===== config.mk =====
export PLATFORM = sky130hd
export DESIGN_NAME = adms_sequencer
export DESIGN_NICKNAME = d
export VERILOG_FILES = /design/src/adms_pkg.sv /design/src/adms_sync.sv /design/src/adms_sequencer.sv
export SDC_FILE = /design/constraint.sdc
export NUM_CORES = 1
export LEC_CHECK = 0
export ABC_AREA = 1
export BUFFER_PORTS_ARGS = -buffer_cell sky130_fd_sc_hd__buf_2
export CAP_MARGIN = 20
export CORE_MARGIN = 2
export CORE_UTILIZATION = 30
export DETAILED_ROUTE_END_ITERATION = 7
export PLACE_DENSITY = 0.5
export SETUP_SLACK_MARGIN = 0.15
export SKIP_LAST_GASP = 1
export SLEW_MARGIN = 15
export SYNTH_ARGS = -nofsm -noshare
export SYNTH_HDL_FRONTEND = slang
export SYNTH_HIERARCHICAL = 1
export SYNTH_SLANG_ARGS = --single-unit

===== constraint.sdc =====
create_clock -name clk_i -period 6.5 [get_ports clk_i]
set_input_delay 0.325 -clock clk_i [delete_from_list [all_inputs] [get_ports clk_i]]
set_output_delay 0.325 -clock clk_i [all_outputs]
set_load 0.01 [all_outputs]

===== src/adms_pkg.sv =====
// Constants and types shared by the mode sequencer
package adms_pkg;
	localparam real CLK_PERIOD_NS = 100.0;
	// Mode timings at the nominal converter clock, as printed
	localparam real T_CONV_FAST_MS = 12.5;
	localparam real T_CONV_SLOW_MS = 100.0;
	localparam real T_CAL_FAST_MS = 101.28;
	localparam real T_CAL_SLOW_MS = 801.02;
	localparam real T_STBY_FAST_MS = 12.46;
	localparam real T_STBY_SLOW_MS = 99.96;
	localparam real T_WAKE_FAST_MS = 52.51;
	localparam real T_WAKE_SLOW_MS = 401.8;
	localparam real T_WCAL_FAST_MS = 103.0;
	localparam real T_WCAL_SLOW_MS = 803.0;
	localparam real T_RES_INT_US = 7.95;
	localparam real T_RES_EXT_US = 0.16;
	localparam real T_RES_XTAL_MS = 5.6;
	localparam int CONV_FAST_CYC = int'($ceil(T_CONV_FAST_MS * 1.0e6 / CLK_PERIOD_NS));
	localparam int CONV_SLOW_CYC = int'($ceil(T_CONV_SLOW_MS * 1.0e6 / CLK_PERIOD_NS));
	localparam int CAL_FAST_CYC = int'($ceil(T_CAL_FAST_MS * 1.0e6 / CLK_PERIOD_NS));
	localparam int CAL_SLOW_CYC = int'($ceil(T_CAL_SLOW_MS * 1.0e6 / CLK_PERIOD_NS));
	localparam int STBY_FAST_CYC = int'($ceil(T_STBY_FAST_MS * 1.0e6 / CLK_PERIOD_NS));
	localparam int STBY_SLOW_CYC = int'($ceil(T_STBY_SLOW_MS * 1.0e6 / CLK_PERIOD_NS));
	localparam int WAKE_FAST_CYC = int'($ceil(T_WAKE_FAST_MS * 1.0e6 / CLK_PERIOD_NS));
	localparam int WAKE_SLOW_CYC = int'($ceil(T_WAKE_SLOW_MS * 1.0e6 / CLK_PERIOD_NS));
	localparam int WCAL_FAST_CYC = int'($ceil(T_WCAL_FAST_MS * 1.0e6 / CLK_PERIOD_NS));
	localparam int WCAL_SLOW_CYC = int'($ceil(T_WCAL_SLOW_MS * 1.0e6 / CLK_PERIOD_NS));
	localparam int RES_INT_CYC = int'($floor(T_RES_INT_US * 1.0e3 / CLK_PERIOD_NS));
	localparam int RES_EXT_CYC_RAW = int'($floor(T_RES_EXT_US * 1.0e3 / CLK_PERIOD_NS));
	localparam int RES_EXT_CYC = (RES_EXT_CYC_RAW < 1) ? 1 : RES_EXT_CYC_RAW;
	localparam int RES_XTAL_CYC = int'($floor(T_RES_XTAL_MS * 1.0e6 / CLK_PERIOD_NS));
	// Frame bit counts
	localparam logic [4:0] DATA_BITS = 5'h18;
	localparam logic [4:0] FORCE_HIGH_EDGE = 5'h19;
	localparam logic [4:0] CAL_EDGE = 5'h1A;
	localparam logic [4:0] BITS_MAX = 5'h1F;
	// Register byte offsets
	localparam logic [3:0] REG_CTRL = 4'h0;
	localparam logic [3:0] REG_RESULT = 4'h4;
	localparam logic [3:0] REG_STATUS = 4'h8;
	// Control fields and reset values
	localparam int CTRL_FAST_BIT = 0;
	localparam int CTRL_SRC_LSB = 1;
	localparam logic CTRL_FAST_RST = 1'b0;
	localparam logic [1:0] CTRL_SRC_RST = 2'h0;
	localparam logic [23:0] RESULT_RST = 24'h00_0000;
	// Clock source codes
	localparam logic [1:0] SRC_INTERNAL = 2'h0;
	localparam logic [1:0] SRC_EXTERNAL = 2'h1;
	localparam logic [1:0] SRC_CRYSTAL = 2'h2;
	typedef enum logic [2:0] {
		ST_PWRDN,
		ST_RESUME,
		ST_CONVERT,
		ST_DATA,
		ST_CAL,
		ST_STANDBY,
		ST_WAKE
	} adms_state_e;
endpackage


===== src/adms_sync.sv =====
// Two-flop synchroniser with edge detection for an outside input
`timescale 1ns/1ps
module adms_sync (
	input wire logic clk_i,
	input wire logic rst_i,
	input wire logic d_i,
	output logic level_o,
	output logic rise_o,
	output logic fall_o
);
	typedef struct packed {
		logic meta;
		logic sync;
		logic last;
		logic rise;
		logic fall;
	} adms_sync_s;
	adms_sync_s s_r;
	adms_sync_s s_nxt;

	always_comb begin
		s_nxt = s_r;
		s_nxt.meta = d_i;
		s_nxt.sync = s_r.meta;
		s_nxt.last = s_r.sync;
		s_nxt.rise = s_r.sync & ~s_r.last;
		s_nxt.fall = ~s_r.sync & s_r.last;
	end

	always_ff @(posedge clk_i) begin
		if (rst_i) begin
			s_r <= '0;
		end else begin
			s_r <= s_nxt;
		end
	end

	assign level_o = s_r.last;
	assign rise_o = s_r.rise;
	assign fall_o = s_r.fall;
endmodule


===== src/adms_sequencer.sv =====
// Operating-mode sequencer of a pin-driven delta-sigma converter
// Behaviour
// Two extra shift clocks after data request calibration
// 25th shift clock drives output line high
// Calibration starts on 26th shift-clock falling edge
// Later shift clocks never abort calibration
// Calibration swaps analog inputs for internal signal
// Calibration end pulls line low, data valid
// Calibration lasts 101.28 or 801.02 ms
// Holding shift clock high after ready enters standby
// Host raises shift clock within allowed window
// Standby only after 12.46 or 99.96 ms high
// Standby powers analog down, line stays high
// Shift clock low wakes, data after 52.51/401.8 ms
// 25 clocks then standby calibrates on wake-up
// Power-down pin low shuts down and resets
// Resume after release per clock source
// Host toggles power-down pin at power-up
// Host keeps toggle pulses at least 26 us
// Timings scale with clock period
// Data bits leave MSB first on rising edges
// Rate select low slow, high fast
// Short high shift clock keeps converting normally
`timescale 1ns/1ps
module adms_sequencer
	import adms_pkg::*;
#(
	parameter int CONV_FAST = CONV_FAST_CYC,
	parameter int CONV_SLOW = CONV_SLOW_CYC,
	parameter int CAL_FAST = CAL_FAST_CYC,
	parameter int CAL_SLOW = CAL_SLOW_CYC,
	parameter int STBY_FAST = STBY_FAST_CYC,
	parameter int STBY_SLOW = STBY_SLOW_CYC,
	parameter int WAKE_FAST = WAKE_FAST_CYC,
	parameter int WAKE_SLOW = WAKE_SLOW_CYC,
	parameter int WCAL_FAST = WCAL_FAST_CYC,
	parameter int WCAL_SLOW = WCAL_SLOW_CYC,
	parameter int RES_XTAL = RES_XTAL_CYC
) (
	input wire logic clk_i,
	input wire logic rst_i,
	input wire logic cyc_i,
	input wire logic stb_i,
	input wire logic we_i,
	input wire logic [3:0] adr_i,
	input wire logic [3:0] sel_i,
	input wire logic [31:0] dat_i,
	output logic [31:0] dat_o,
	output logic ack_o,
	input wire logic shift_clk_i,
	input wire logic power_down_n_i,
	output logic ready_and_serial_out_o,
	output logic analog_power_o,
	output logic cal_signal_sel_o
);
	typedef struct packed {
		adms_state_e st;
		logic [23:0] tmr;
		logic [23:0] hold;
		logic [4:0] bits;
		logic [23:0] shreg;
		logic cal_wake;
		logic dout;
		logic ana_on;
		logic cal_sel;
		logic fast;
		logic [1:0] src;
		logic [23:0] result;
		logic ack;
		logic [31:0] rdat;
	} adms_seq_s;

	adms_seq_s s_r;
	adms_seq_s s_nxt;
	logic sclk_lvl;
	logic sclk_rise;
	logic sclk_fall;
	logic pdn_lvl;
	logic [23:0] conv_lim;
	logic [23:0] cal_lim;
	logic [23:0] stby_lim;
	logic [23:0] wake_lim;
	logic [23:0] res_lim;

	// Both pins come from outside this clock domain
	adms_sync u_sclk_sync (
		.clk_i(clk_i),
		.rst_i(rst_i),
		.d_i(shift_clk_i),
		.level_o(sclk_lvl),
		.rise_o(sclk_rise),
		.fall_o(sclk_fall)
	);

	adms_sync u_pdn_sync (
		.clk_i(clk_i),
		.rst_i(rst_i),
		.d_i(power_down_n_i),
		.level_o(pdn_lvl),
		.rise_o(),
		.fall_o()
	);

	// Timer limits, all counted in cycles of this clock
	always_comb begin
		conv_lim = s_r.fast ? 24'(CONV_FAST - 1) : 24'(CONV_SLOW - 1);
		cal_lim = s_r.fast ? 24'(CAL_FAST - 1) : 24'(CAL_SLOW - 1);
		stby_lim = s_r.fast ? 24'(STBY_FAST - 1) : 24'(STBY_SLOW - 1);
		if (s_r.cal_wake) begin
			wake_lim = s_r.fast ? 24'(WCAL_FAST - 1) : 24'(WCAL_SLOW - 1);
		end else begin
			wake_lim = s_r.fast ? 24'(WAKE_FAST - 1) : 24'(WAKE_SLOW - 1);
		end
		case (s_r.src)
			SRC_EXTERNAL: res_lim = 24'(RES_EXT_CYC - 1);
			SRC_CRYSTAL: res_lim = 24'(RES_XTAL - 1);
			default: res_lim = 24'(RES_INT_CYC - 1);
		endcase
	end

	always_comb begin
		s_nxt = s_r;
		s_nxt.tmr = s_r.tmr + 24'h00_0001;

		// Bus slave: one wait state, ack dropped after one cycle
		s_nxt.ack = cyc_i & stb_i & ~s_r.ack;
		s_nxt.rdat = 32'h0000_0000;
		if (cyc_i && stb_i && !s_r.ack) begin
			if (we_i) begin
				if (adr_i == REG_CTRL && sel_i[0]) begin
					s_nxt.fast = dat_i[CTRL_FAST_BIT];
					s_nxt.src = dat_i[CTRL_SRC_LSB +: 2];
				end
				if (adr_i == REG_RESULT) begin
					if (sel_i[0]) begin
						s_nxt.result[7:0] = dat_i[7:0];
					end
					if (sel_i[1]) begin
						s_nxt.result[15:8] = dat_i[15:8];
					end
					if (sel_i[2]) begin
						s_nxt.result[23:16] = dat_i[23:16];
					end
				end
			end else begin
				case (adr_i)
					REG_CTRL: begin
						s_nxt.rdat[CTRL_FAST_BIT] = s_r.fast;
						s_nxt.rdat[CTRL_SRC_LSB +: 2] = s_r.src;
					end
					REG_RESULT: s_nxt.rdat[23:0] = s_r.result;
					REG_STATUS: begin
						s_nxt.rdat[2:0] = s_r.st;
						s_nxt.rdat[7:3] = s_r.bits;
						s_nxt.rdat[8] = s_r.cal_wake;
						s_nxt.rdat[9] = s_r.ana_on;
						s_nxt.rdat[10] = s_r.cal_sel;
						s_nxt.rdat[11] = s_r.dout;
					end
					default: s_nxt.rdat = 32'h0000_0000;
				endcase
			end
		end

		case (s_r.st)
			ST_PWRDN: begin
				s_nxt.dout = 1'b1;
				s_nxt.ana_on = 1'b0;
				s_nxt.cal_sel = 1'b0;
				s_nxt.tmr = '0;
				if (pdn_lvl) begin
					s_nxt.st = ST_RESUME;
				end
			end
			ST_RESUME: begin
				if (s_r.tmr >= res_lim) begin
					s_nxt.st = ST_CONVERT;
					s_nxt.ana_on = 1'b1;
					s_nxt.tmr = '0;
				end
			end
			ST_CONVERT: begin
				s_nxt.dout = 1'b1;
				if (s_r.tmr >= conv_lim) begin
					s_nxt.st = ST_DATA;
				end
			end
			ST_DATA: begin
				if (sclk_rise) begin
					if (s_r.bits != BITS_MAX) begin
						s_nxt.bits = s_r.bits + 5'h01;
					end
					if (s_r.bits < DATA_BITS) begin
						s_nxt.dout = s_r.shreg[23];
						s_nxt.shreg = {s_r.shreg[22:0], 1'b0};
					end else begin
						s_nxt.dout = 1'b1;
					end
				end
				// Holding high long enough means standby, else nothing
				if (sclk_lvl) begin
					s_nxt.hold = s_r.hold + 24'h00_0001;
				end else begin
					s_nxt.hold = '0;
				end
				if (sclk_fall && s_r.bits == CAL_EDGE) begin
					s_nxt.st = ST_CAL;
					s_nxt.tmr = '0;
					s_nxt.cal_sel = 1'b1;
					s_nxt.dout = 1'b1;
				end else if (sclk_lvl && s_r.hold >= stby_lim) begin
					s_nxt.st = ST_STANDBY;
					s_nxt.dout = 1'b1;
					s_nxt.ana_on = 1'b0;
					s_nxt.cal_wake = (s_r.bits == FORCE_HIGH_EDGE);
				end else if (s_r.tmr >= conv_lim) begin
					// Unread data is overwritten by the next result
					s_nxt.tmr = '0;
				end
			end
			ST_CAL: begin
				// Shift clocks are ignored until the cycle ends
				s_nxt.dout = 1'b1;
				if (s_r.tmr >= cal_lim) begin
					s_nxt.st = ST_DATA;
				end
			end
			ST_STANDBY: begin
				s_nxt.dout = 1'b1;
				s_nxt.tmr = '0;
				if (!sclk_lvl) begin
					s_nxt.st = ST_WAKE;
					s_nxt.ana_on = 1'b1;
					s_nxt.cal_sel = s_r.cal_wake;
				end
			end
			ST_WAKE: begin
				s_nxt.dout = 1'b1;
				if (s_r.tmr >= wake_lim) begin
					s_nxt.st = ST_DATA;
				end
			end
			default: begin
				s_nxt.st = ST_PWRDN;
			end
		endcase

		// Any path into data-ready loads a fresh, settled word
		if (s_nxt.st == ST_DATA && (s_r.st != ST_DATA ||
				(s_r.tmr >= conv_lim && s_nxt.tmr == '0))) begin
			s_nxt.tmr = '0;
			s_nxt.hold = '0;
			s_nxt.bits = '0;
			s_nxt.shreg = s_r.result;
			s_nxt.dout = 1'b0;
			s_nxt.cal_sel = 1'b0;
			s_nxt.cal_wake = 1'b0;
			s_nxt.ana_on = 1'b1;
		end

		// Power-down wins over every mode and clears the sequencer state; control and result registers keep their values
		if (!pdn_lvl) begin
			s_nxt.st = ST_PWRDN;
			s_nxt.tmr = '0;
			s_nxt.hold = '0;
			s_nxt.bits = '0;
			s_nxt.shreg = '0;
			s_nxt.cal_wake = 1'b0;
			s_nxt.dout = 1'b1;
			s_nxt.ana_on = 1'b0;
			s_nxt.cal_sel = 1'b0;
		end
	end

	always_ff @(posedge clk_i) begin
		if (rst_i) begin
			s_r <= '0;
			s_r.st <= ST_PWRDN;
			s_r.dout <= 1'b1;
			s_r.fast <= CTRL_FAST_RST;
			s_r.src <= CTRL_SRC_RST;
			s_r.result <= RESULT_RST;
		end else begin
			s_r <= s_nxt;
		end
	end

	// Time counts derive from this clock, so they scale with it
	assign ready_and_serial_out_o = s_r.dout;
	assign analog_power_o = s_r.ana_on;
	assign cal_signal_sel_o = s_r.cal_sel;
	assign dat_o = s_r.rdat;
	assign ack_o = s_r.ack;
endmodule


### Yosys cells after proc, flatten, opt, wreduce, memory -nomap -nowiden

Cells that the tools add are included.

* word-level logic and storage cells: 141
* bits in registers: 152
* input bits: 47

* reduce and logical (&&, ||, !) cells: 35
* order comparisons: 6
* equality and inequality tests: 22
* add/subtract/negate cells: 3
* bitwise logic cells: 11
* multiplexer cells: 38

Operators by type and width (number)
* 24-bit 2-to-1 mux: 5
* 24-bit case mux with 3 select lines: 1
* 23-bit 2-to-1 mux: 3
* 27-bit 2-to-1 mux: 2
* 24-bit by 1-bit adder with 24-bit output, second input constant: 2
* 24-bit by 20-bit >= comparator with 1-bit output: 2
* 24-bit >= comparator: 2
* 20-bit 2-to-1 mux: 2
* 16-bit case mux with 2 select lines: 1
* 28-bit 2-to-1 mux: 1
* 25-bit 2-to-1 mux: 1
* 24-bit by 23-bit >= comparator with 1-bit output: 1
* 24-bit logical NOT: 1
* 22-bit 2-to-1 mux: 1
* 3-bit 2-to-1 mux: 7
* 3-bit case mux with 7 select lines: 1
* 9-bit case mux with 2 select lines: 1
* 3-bit AND reduction: 5
* 3-bit != test, second input constant: 4
* 4-bit AND reduction: 3
* 5-bit equality test, second input constant: 2
* 3-bit by 2-bit equality test with 1-bit output, second input constant: 3
* 3-bit equality test, second input constant: 3
* 3-bit case mux with 3 select lines: 1
* 32 further kinds: 60

### Logic depth before layout (Yosys ltp)

Gate-level depths: netlist of run 1.

* depth after elaboration: 12
* mapped depth: 26
* depth with buffers taken out: 25

### Hierarchy

Netlist of run 1, hierarchy kept.

Modules (own cells, without submodules)
* adms_sequencer: cells an instance 1153, times used 1, seq. area each 2722.6 um2, area each 8433.1 um2
* adms_sync: cells an instance 15, times used 2, seq. area each 100.1 um2, area each 140.1 um2

### Worst setup path before layout of run 1

OpenSTA, ideal clock, no wires.

* kind: reg2reg
* start point: register s_r[59] in the netlist's numbering
* end point: register s_r[68] in the netlist's numbering
* slack: 3.221 ns
* arrival: 3.163 ns
* cell stages (with the launch flop): 20
* cells stage by stage: dfxtp_1 inv_1 ha_1 inv_1 nand4_1 nor3_1 nand2_1 nand4_2 nand2_2 nor2_4 a21oi_1 nor2_1 nand2_1 nor2_1 nand2_1 nand2_1 nand2_2 buf_6 buf_4 o211a_1

* word-level cells in the longest chain between the ends: 12
* elaborated cells on any way between the ends: 30
* those cells by class: 4 x order compare; 1 x eq/ne; 16 x mux; 9 x reduce/logical

RTL lines
* start: declaration: line adms_sequencer.sv:73 `adms_seq_s s_r;`
* start signal: assignment: line adms_sequencer.sv:284 `s_r <= s_nxt;`
* 20-bit 2-to-1 mux, on equally long branches: line adms_sequencer.sv:106, adms_sequencer.sv:108
* 24-bit by 20-bit >= comparator with 1-bit output, on equally long branches
* 24-bit 2-to-1 mux or 1-bit logical AND (tied branches): line adms_sequencer.sv:216, adms_sequencer.sv:211
* 24-bit 2-to-1 mux: line adms_sequencer.sv:211 `end else if (sclk_lvl && s_r.hold >= stby_lim) begin`
* 27-bit 2-to-1 mux: line adms_sequencer.sv:206 `if (sclk_fall && s_r.bits == CAL_EDGE) begin`
* 24-bit case mux with 3 select lines: line adms_sequencer.sv:165 `case (s_r.st)`
* 24-bit logical NOT: line adms_sequencer.sv:250 `(s_r.tmr >= conv_lim && s_nxt.tmr == '0))) begin`
* 1-bit logical AND: line adms_sequencer.sv:250
* 1-bit logical OR: line adms_sequencer.sv:249 `if (s_nxt.st == ST_DATA && (s_r.st != ST_DATA ||`
* 1-bit logical AND *: line adms_sequencer.sv:249
* 2-bit nonzero test (no source line)
* 3-bit AND reduction (no source line)

Every way passes the cells marked *; elsewhere a longest branch is shown, timed or not.
A chain may end at the register's enable or synchronous reset.

### Worst setup path in the final report of run 1

* start point: register s_r[59] in the netlist's numbering
* end point: register s_r[65] in the netlist's numbering

Same word-level chain as after synthesis.

==> results.yml, run 1 <==
floorplan:
  initial_core_util: 0.303
  dieArea_sq_um: 30200
  core_area_sq_um: 28500
  ios: 83
  fp.dieW_microns: 174
  dieHeight_microns: 174
  core.rowCount: 62
worst_setup_path:
  crit_chain: "inv_1 -> buf_4 -> ha_1 -> inv_1 -> nand4_1 -> nor3_1 -> nand2_1 -> nand4_2 -> nand4_2 -> o21ai_0 -> nand3_1 -> nor2_1 -> nand2_1 -> nand2_1 -> nand2_2 -> inv_2 -> o21ai_0 -> a21oi_1"
  critPathBufInv: 4
  crit_type: "reg2reg"
  cp_slowest_stage_delay_ns: 0.41
  arrival_ns: 4.33
  cpMaxStageDelayCell: "inv_2"
  cp_data_required_time_ns: 6.86
  start_kind: "register"
  cp_max_fo: 18
  path_common_cell: "nand2_1"
  end_kind: "register"
  cpLargestDelayFamily: "simple AND/OR/NAND/NOR gates"
layout:
  design_area_sq_um: 9740
  nets: 1332
  n_antenna_cell: 0
  syn_to_final_growth_pct: 12.5
  stdcell_count: 1611
  drive_gt1_frac: 0.145
sta:
  holdWs_ns: 0.102
  post-route-period-util: 0.610
  fin_setup_tns_ns: 0
  fmax_ghz: 0.252
  finalHoldViolCount: 0
  setup_viol: 0
  fin_worst_skew_ns: 0.0187
  final.min_clock_period_ns: 3.96
  drv_slew: 0
  slew_headroom: 0.446
  max_slew.worst_pin.slew_ns: 0.826
  rsz0062_at_grt: "false"
power_and_ir_drop:
  p_total_mw: 1.93
  ir_drop_uv: 116
  leakagePower_nw: 4.27
  p_per_area_nw_per_um2: 199
clock_tree:
  cts_sinks: 144
  clockRootBuffer: "clkbuf_16"
  hold_buffers: 0
  cts_max_path_buffers: 2
  cts_setup_buffers: 0
  cts_resized: 0
  worstSkewPairLatency_ns: 0.43
  cts_tree: "done"
  cts-htree-levels: 4
  cts_buffers: 17
  clk_pin_slew_ns: 0.08
status:
  status: "finished clean"
global_route:
  use_met3: 0.0247
  grt_max_degree: 36
  antenna_found_initial: 0
  grt_pass1_wl_microns: 36400
  grt_util_met2: 0.250
  top_usage_layer: "met2"
  grtUsageTotal: 0.149
  use_met1: 0.198
  first_global_vias: 7241
  grt_overflow: 0
placed_design:
  placed_cell_area_sq_um: 9130
  gp_congestion: 0.829
  numPlacedInstances: 1579
  port_buffers: 65
  dpl.hpwl_microns: 15900
synthesis:
  synth_cells: 1178
  ys_warn_count: 6
  syn_avg_cell_area_sq_um: 7.35
  syn_area_sq_um: 8660
routing:
  firstDrtPassIters: 5
  drt-total-wl_microns: 21600
  vias: 7393
  ant_nets: 0
  drtIter0Drc: 424
  wire_per_inst_microns: 13.4
  post-route-drc-count: 0
  via_per_inst: 4.59
run:
  max_cap_violations: 0
min_path:
  min_path_type: "in2reg"
[flip-flops by register name, indices dropped and copies added, names as in the netlist]
register / flops
ack_o: 1
analog_power_o: 1
cal_signal_sel_o: 1
dat_o: 24
ready_and_serial_out_o: 1
s_r: 108
u_pdn_sync/level_o: 1
u_pdn_sync/s_nxt: 2
u_sclk_sync/fall_o: 1
u_sclk_sync/level_o: 1
u_sclk_sync/rise_o: 1
u_sclk_sync/s_nxt: 2
[placed cells by master, fill, tap and decap left out, types with 5 or more instances in the layout]
cell,n
nor4_1,6
inv_8,5
o22ai_1,5
nand4_2,5
nand4_1,23
ha_1,71
o21bai_1,5
nand2_2,6
a211oi_1,22
dfxtp_1,144
o211a_1,7
conb_1,8
nor3_1,20
xor2_1,18
a21oi_1,54
nor2_1,160
buf_2,65
inv_2,8
nor3b_2,10
clkinv_8,5
o21ai_0,30
inv_1,157
nand3_1,68
nand2_1,218
buf_4,7
clkbuf_16,17
a21oi_2,10
nor3_2,18
[power by group]
group,internal [mW],leakage [nW],switching [mW]
sequential,0.884,1.16,0.00162
clock,0.525,0.294,0.486
combinational,0.0134,2.81,0.0244
[worst paths after layout]
check / start / to / slack, ns / depth (start not counted)
min reg2reg: u_pdn_sync/s_nxt[3] / u_pdn_sync/s_nxt[2] / 0.41 / 2
max: s_r[59] / s_r[65] / 2.54 / 18
max reg2reg: s_r[59] / s_r[65] / 2.54 / 18
min: power_down_n_i / u_pdn_sync/s_nxt[3] / 0.10 / 3
[metrics by stage]
stage | worst slack, ns | utilization
after floorplan | 3.22 | -
after global placement | 2.46 | 0.320
after detailed placement | 2.48 | 0.320
after CTS | 2.45 | 0.341
after global routing | 2.11 | 0.341
final | 2.54 | 0.341
[routing by layer]
| layer | vias to the layer above | part of all wire |
|---|---|---|
| met4 | 0 | 0.014 |
| met2 | 98 | 0.47 |
| met3 | 22 | 0.028 |
| met1 | 3369 | 0.49 |
| met5 | - | 0 |
| li1 | 3904 | - |
[cell type report]
cell class                 instances  area, sq um
sequential                       144         2880
timing repair buffer              72          378
multi-input combinational        812         4760
inverter                         167          627
clock buffer                      17          425
tap                              384          480
fill                            3169        18800
clock inverter                    15          188
[worst register-to-register path: stages, from the launching register on]
cell     delay (ns)
dfxtp_1        0.34
inv_1          0.20
buf_4          0.30
ha_1           0.31
inv_1          0.08
nand4_1        0.15
nor3_1         0.27
nand2_1        0.16
nand4_2        0.14
nand4_2        0.35
o21ai_0        0.25
nand3_1        0.16
nor2_1         0.15
nand2_1        0.09
nand2_1        0.08
nand2_2        0.16
inv_2          0.41
o21ai_0        0.16
a21oi_1        0.14
Note: power is estimated with default switching activity, not from simulation.
==> run 2: changes to the inputs <==
PLACE_DENSITY = 0.52   (was 0.5)
clock period = 3.56 ns   (was 6.5 ns; I/O delays follow)
==> run 2 against run 1 <==
Against the previous run: sequential power up 83%; first-iteration DRC count shrank 9.7%; count of clock-buffer cells in the layout is the same; largest cell class unchanged; setup slack lost 2.2 ns; largest power group unchanged.
==> results.yml, run 2 (synthesis gave the netlist of run 1 again) <==
status:
  status: "finished clean"
routing:
  vias: 7706
  via_per_inst: 4.62
  post-route-drc-count: 0
  drtIter0Drc: 383
  wire_per_inst_microns: 13.0
  drt-total-wl_microns: 21600
  firstDrtPassIters: 5
  ant_nets: 0
clock_tree:
  cts_max_path_buffers: 2
  cts_sinks: 144
  clockRootBuffer: "clkbuf_16"
  cts-htree-levels: 4
  cts_buffers: 17
  clk_pin_slew_ns: 0.07
  cts_tree: "done"
  worstSkewPairLatency_ns: 0.44
sta:
  final.min_clock_period_ns: 3.20
  finalHoldViolCount: 0
  fin_setup_tns_ns: 0
  fmax_ghz: 0.313
  rsz0062_at_grt: "false"
  slew_headroom: 0.499
  drv_slew: 0
  fin_worst_skew_ns: 0.0190
  setup_viol: 0
  post-route-period-util: 0.898
  max_slew.worst_pin.slew_ns: 0.749
placed_design:
  dpl.hpwl_microns: 16200
  gp_congestion: 0.861
  port_buffers: 65
  placed_cell_area_sq_um: 9440
power_and_ir_drop:
  ir_drop_uv: 241
  p_per_area_nw_per_um2: 340
  leakagePower_nw: 4.58
worst_setup_path:
  arrival_ns: 3.53
  r2r-start: "s_r[57]"
  start_kind: "register"
  r2r-end: "s_r[70]"
  crit_type: "reg2reg"
  reg2reg_depth: 20
  end_kind: "register"
  cp_max_fo: 8
  cp_data_required_time_ns: 3.89
  rrSetupSlack_ns: 0.36
floorplan:
  fp.dieW_microns: 174
  ios: 83
  dieHeight_microns: 174
  core_area_sq_um: 28500
  initial_core_util: 0.303
  dieArea_sq_um: 30200
  core.rowCount: 62
layout:
  design_area_sq_um: 10400
  largest_reg_flops: 108
  n_antenna_cell: 0
  syn_to_final_growth_pct: 19.7
  final_cell_mix: "nand2_1 (218), nor2_1 (157), inv_1 (155), dfxtp_1 (143), ha_1 (69)"
  nets: 1388
  top_register: "s_r"
  layout_commonest_cell: "nand2_1"
  drive_gt1_frac: 0.178
min_path:
  min_path_type: "in2reg"
  holdPathStages: 3
  min_to: "s_r[35]"
  min-delay-start: "dat_i[2]"
global_route:
  grt_max_degree: 29
  antenna_found_initial: 0
  first_global_vias: 7212
  grtUsageTotal: 0.147
  grt_pass1_wl_microns: 35900
  grt_overflow: 0
run:
  max_cap_violations: 0
[run 2: cell type report]
type                    instances  area, sq um
fillers                      3068        18200
multi-input cells             812         4840
flip-flops and latches        144         2880
repair buffers                128          922
inverters                     167          632
well taps                     384          480
clock buffers                  17          425
clock inverters                15          183
[run 2: worst max path at each step]
stage | start | endpoint | slack (ns)
finish | s_r[57] | s_r[70] | 0.36
global route | s_r[58] | s_r[85] | 0.14
CTS | s_r[59] | s_r[84] | 0.18
detailed placement | s_r[57] | s_r[86] | 0.04
global placement | s_r[57] | s_r[86] | 0.07
floorplan | s_r[59] | s_r[68] | 0.28
[run 2: critical path: stages (launching register included)]
cell     delay (ns)
dfxtp_1        0.31
inv_1          0.07
ha_2           0.21
inv_4          0.08
ha_1           0.31
nand4_1        0.13
nor2_2         0.20
and2_1         0.17
nand2_1        0.10
nand4_4        0.11
nand4_4        0.16
buf_4          0.19
o31ai_1        0.06
nand2_1        0.11
nor2_2         0.11
nand2_1        0.08
nand2_1        0.11
nand2_4        0.12
buf_4          0.16
buf_4          0.12
o211a_1        0.19
[run 2: power breakdown]
group | leakage [nW] | switching (mW) | total, mW | internal [mW]
clock network | 0.294 | 0.864 | 1.82 | 0.953
registers | 1.16 | 0.00307 | 1.62 | 1.61
logic | 3.12 | 0.0476 | 0.0893 | 0.0416
[run 2: timing repair]
item	4_1_cts	5_1_grt
hold buffers	18	0
setup buffers	2	3
hold endpoints to repair	18	0
endpoints found under the setup margin	35	80
pin swaps	1	6
gates resized for setup	3	20
[run 2: per-layer routing]
metal,vias to the layer above,GRT usage,share of wire
met1,3527,0.193,0.48
met3,25,0.0267,0.034
met4,0,0.0441,0.017
met5,-,0,0
li1,4013,-,-
met2,141,0.244,0.47
[run 2: stage by stage]
stage / hold WS (ns) / util / instances / setup slack [ns] / power (mW)
floorplan: 0.249 / - / 1185 / 0.281 / 1.70
global placement: 0.385 / 0.331 / 1612 / 0.0747 / 1.73
detailed placement: 0.384 / 0.331 / 1612 / 0.0380 / 1.73
CTS: 0.0121 / 0.359 / 1664 / 0.182 / 3.57
global route: 0.0370 / 0.363 / 1667 / 0.141 / 3.66
finish: 0.0224 / 0.363 / 1667 / 0.364 / 3.52
==> run 3: changes to the inputs <==
CTS_CLUSTER_SIZE = 20   (was default)
PLACE_DENSITY = 0.5   (was 0.52)
clock period = 3.6 ns   (was 3.56 ns; I/O delays follow)
==> run 3 against run 2 <==
Against the previous run: clock skew fell by 0.0070 ns; global-route usage grew 0.26 points; critical path depth is 3 higher; final area decreased by 0.46%; via count fell by 1.7%; maximum frequency fell by 1.0%; largest cell class unchanged; worst hold slack got worse by 0.0073 ns; sequential share of layout area grew 0.14 points; critical endpoint is now s_r[85]; wire length rose by 1.9%.
==> results.yml, run 3 (synthesis gave the netlist of run 1 again) <==
power_and_ir_drop:
  p_total_mw: 3.50
  leakagePower_nw: 4.55
  p_per_area_nw_per_um2: 339
  ir_drop_uv: 278
global_route:
  antenna_found_initial: 0
  first_global_vias: 7296
  grtUsageTotal: 0.149
  grt_max_degree: 29
  grt_overflow: 0
  grt_pass1_wl_microns: 36500
sta:
  slew_headroom: 0.502
  finalHoldViolCount: 0
  fin_worst_skew_ns: 0.0120
  fin_setup_tns_ns: 0
  max_slew.worst_pin.slew_ns: 0.745
  drv_slew: 0
  final.min_clock_period_ns: 3.23
  rsz0062_at_grt: "false"
  post-route-period-util: 0.897
  holdWs_ns: 0.0151
  setup_viol: 0
  layout_setup_ws_ns: 0.372
  fmax_ghz: 0.310
routing:
  vias: 7573
  post-route-drc-count: 0
  drtIter0Drc: 412
  via_per_inst: 4.55
  ant_nets: 0
  wire_per_inst_microns: 13.2
  firstDrtPassIters: 5
  drt-total-wl_microns: 22000
layout:
  fillers: 3096
  syn_to_final_growth_pct: 19.1
  postLayoutCoreUtil: 0.362
  layout_commonest_cell: "nand2_1"
  nets: 1385
  drive_gt1_frac: 0.178
  top_register: "s_r"
  largest_reg_flops: 108
  stdcell_count: 1664
  design_area_sq_um: 10300
  final_cell_mix: "nand2_1 (216), nor2_1 (156), inv_1 (155), dfxtp_1 (142), ha_1 (70)"
  n_antenna_cell: 0
clock_tree:
  cts_max_path_buffers: 2
  cts-htree-levels: 4
  clk_pin_slew_ns: 0.07
  cts_buffers: 17
  cts_tree: "done"
  clockRootBuffer: "clkbuf_16"
  cts_sinks: 144
  worstSkewPairLatency_ns: 0.43
floorplan:
  dieArea_sq_um: 30200
  fp.dieW_microns: 174
  core.rowCount: 62
  initial_core_util: 0.303
  dieHeight_microns: 174
  core_area_sq_um: 28500
  ios: 83
run:
  max_cap_violations: 0
worst_setup_path:
  cp_max_fo: 8
  reg2reg_depth: 23
  arrival_ns: 3.56
  start_kind: "register"
  crit_type: "reg2reg"
  r2r-end: "s_r[85]"
  r2r-start: "s_r[57]"
  rrSetupSlack_ns: 0.37
  cp-startpoint: "s_r[57]"
  end_kind: "register"
  worstSetupEndpoint: "s_r[85]"
  cp_data_required_time_ns: 3.93
placed_design:
  port_buffers: 65
  numPlacedInstances: 1612
  placed_cell_area_sq_um: 9440
  gp_congestion: 0.868
  dpl.hpwl_microns: 16500
  place_ws_ns: 0.0165
status:
  status: "finished clean"
min_path:
  min-delay-start: "dat_i[9]"
  min_path_type: "in2reg"
==> run 3: how the worst min path moves through the flow <==
stage                     depth (start not counted)  slack, ns             endpoint
after floorplan                                   1       0.25  u_pdn_sync/s_nxt[3]
after global placement                            3       0.39  u_pdn_sync/s_nxt[3]
after detailed placement                          3       0.39  u_pdn_sync/s_nxt[3]
after CTS                                         3      0.001              s_r[42]
after global routing                              3       0.01              s_r[42]
final                                             3       0.02              s_r[42]
==> run 3: what timing repair did <==
action | 4_1_cts | 5_1_grt
hold buffers | 17 | 0
setup buffers | 1 | 1
resized for setup | 2 | 21
gates cloned | 0 | 1
hold endpoints to repair | 17 | 0
endpoints found under the setup margin | 75 | 81
pin swaps | 1 | 6
==> run 3: where the power goes <==
part | leakage [nW] | total (mW) | internal [mW] | switching (mW)
Clock | 0.293 | 1.81 | 0.944 | 0.866
Sequential | 1.16 | 1.60 | 1.60 | 0.00297
Combinational | 3.09 | 0.0876 | 0.0397 | 0.0479
==> run 3: worst max-delay path: stages, from the launching register on <==
cell and delay [ns]:
dfxtp_1 0.31, inv_1 0.11, ha_4 0.16, inv_4 0.06
ha_1 0.31, nand4_1 0.14, nor2_2 0.19, and2_1 0.16
nand2_2 0.08, nand4_4 0.12, buf_4 0.14, nand2_2 0.06
nor2_4 0.17, a21oi_1 0.06, nor2_1 0.11, nand2_1 0.07
nor2_1 0.12, nand2_1 0.11, nand2_2 0.09, nand2_4 0.11
buf_6 0.16, buf_4 0.12, o21ai_1 0.11, nor2_1 0.05
==> run 3: final cells by class <==
type	count	area [sq um]	share of cell area
multi-input cells	812	4830	0.468
flip-flops and latches	144	2890	0.280
repair buffers	125	882	0.0855
inverters	167	632	0.0612
well taps	384	480	0.0466
clock buffers	17	425	0.0412
clock inverters	15	185	0.0179
==> run 3: routing by layer <==
layer  GRT usage  wire length (microns)  vias up
met2       0.246                  10200      106
li1            -                      -     4011
met5           0                      0        -
met4      0.0455                    367        0
met3      0.0267                    568       21
met1       0.199                  10900     3435
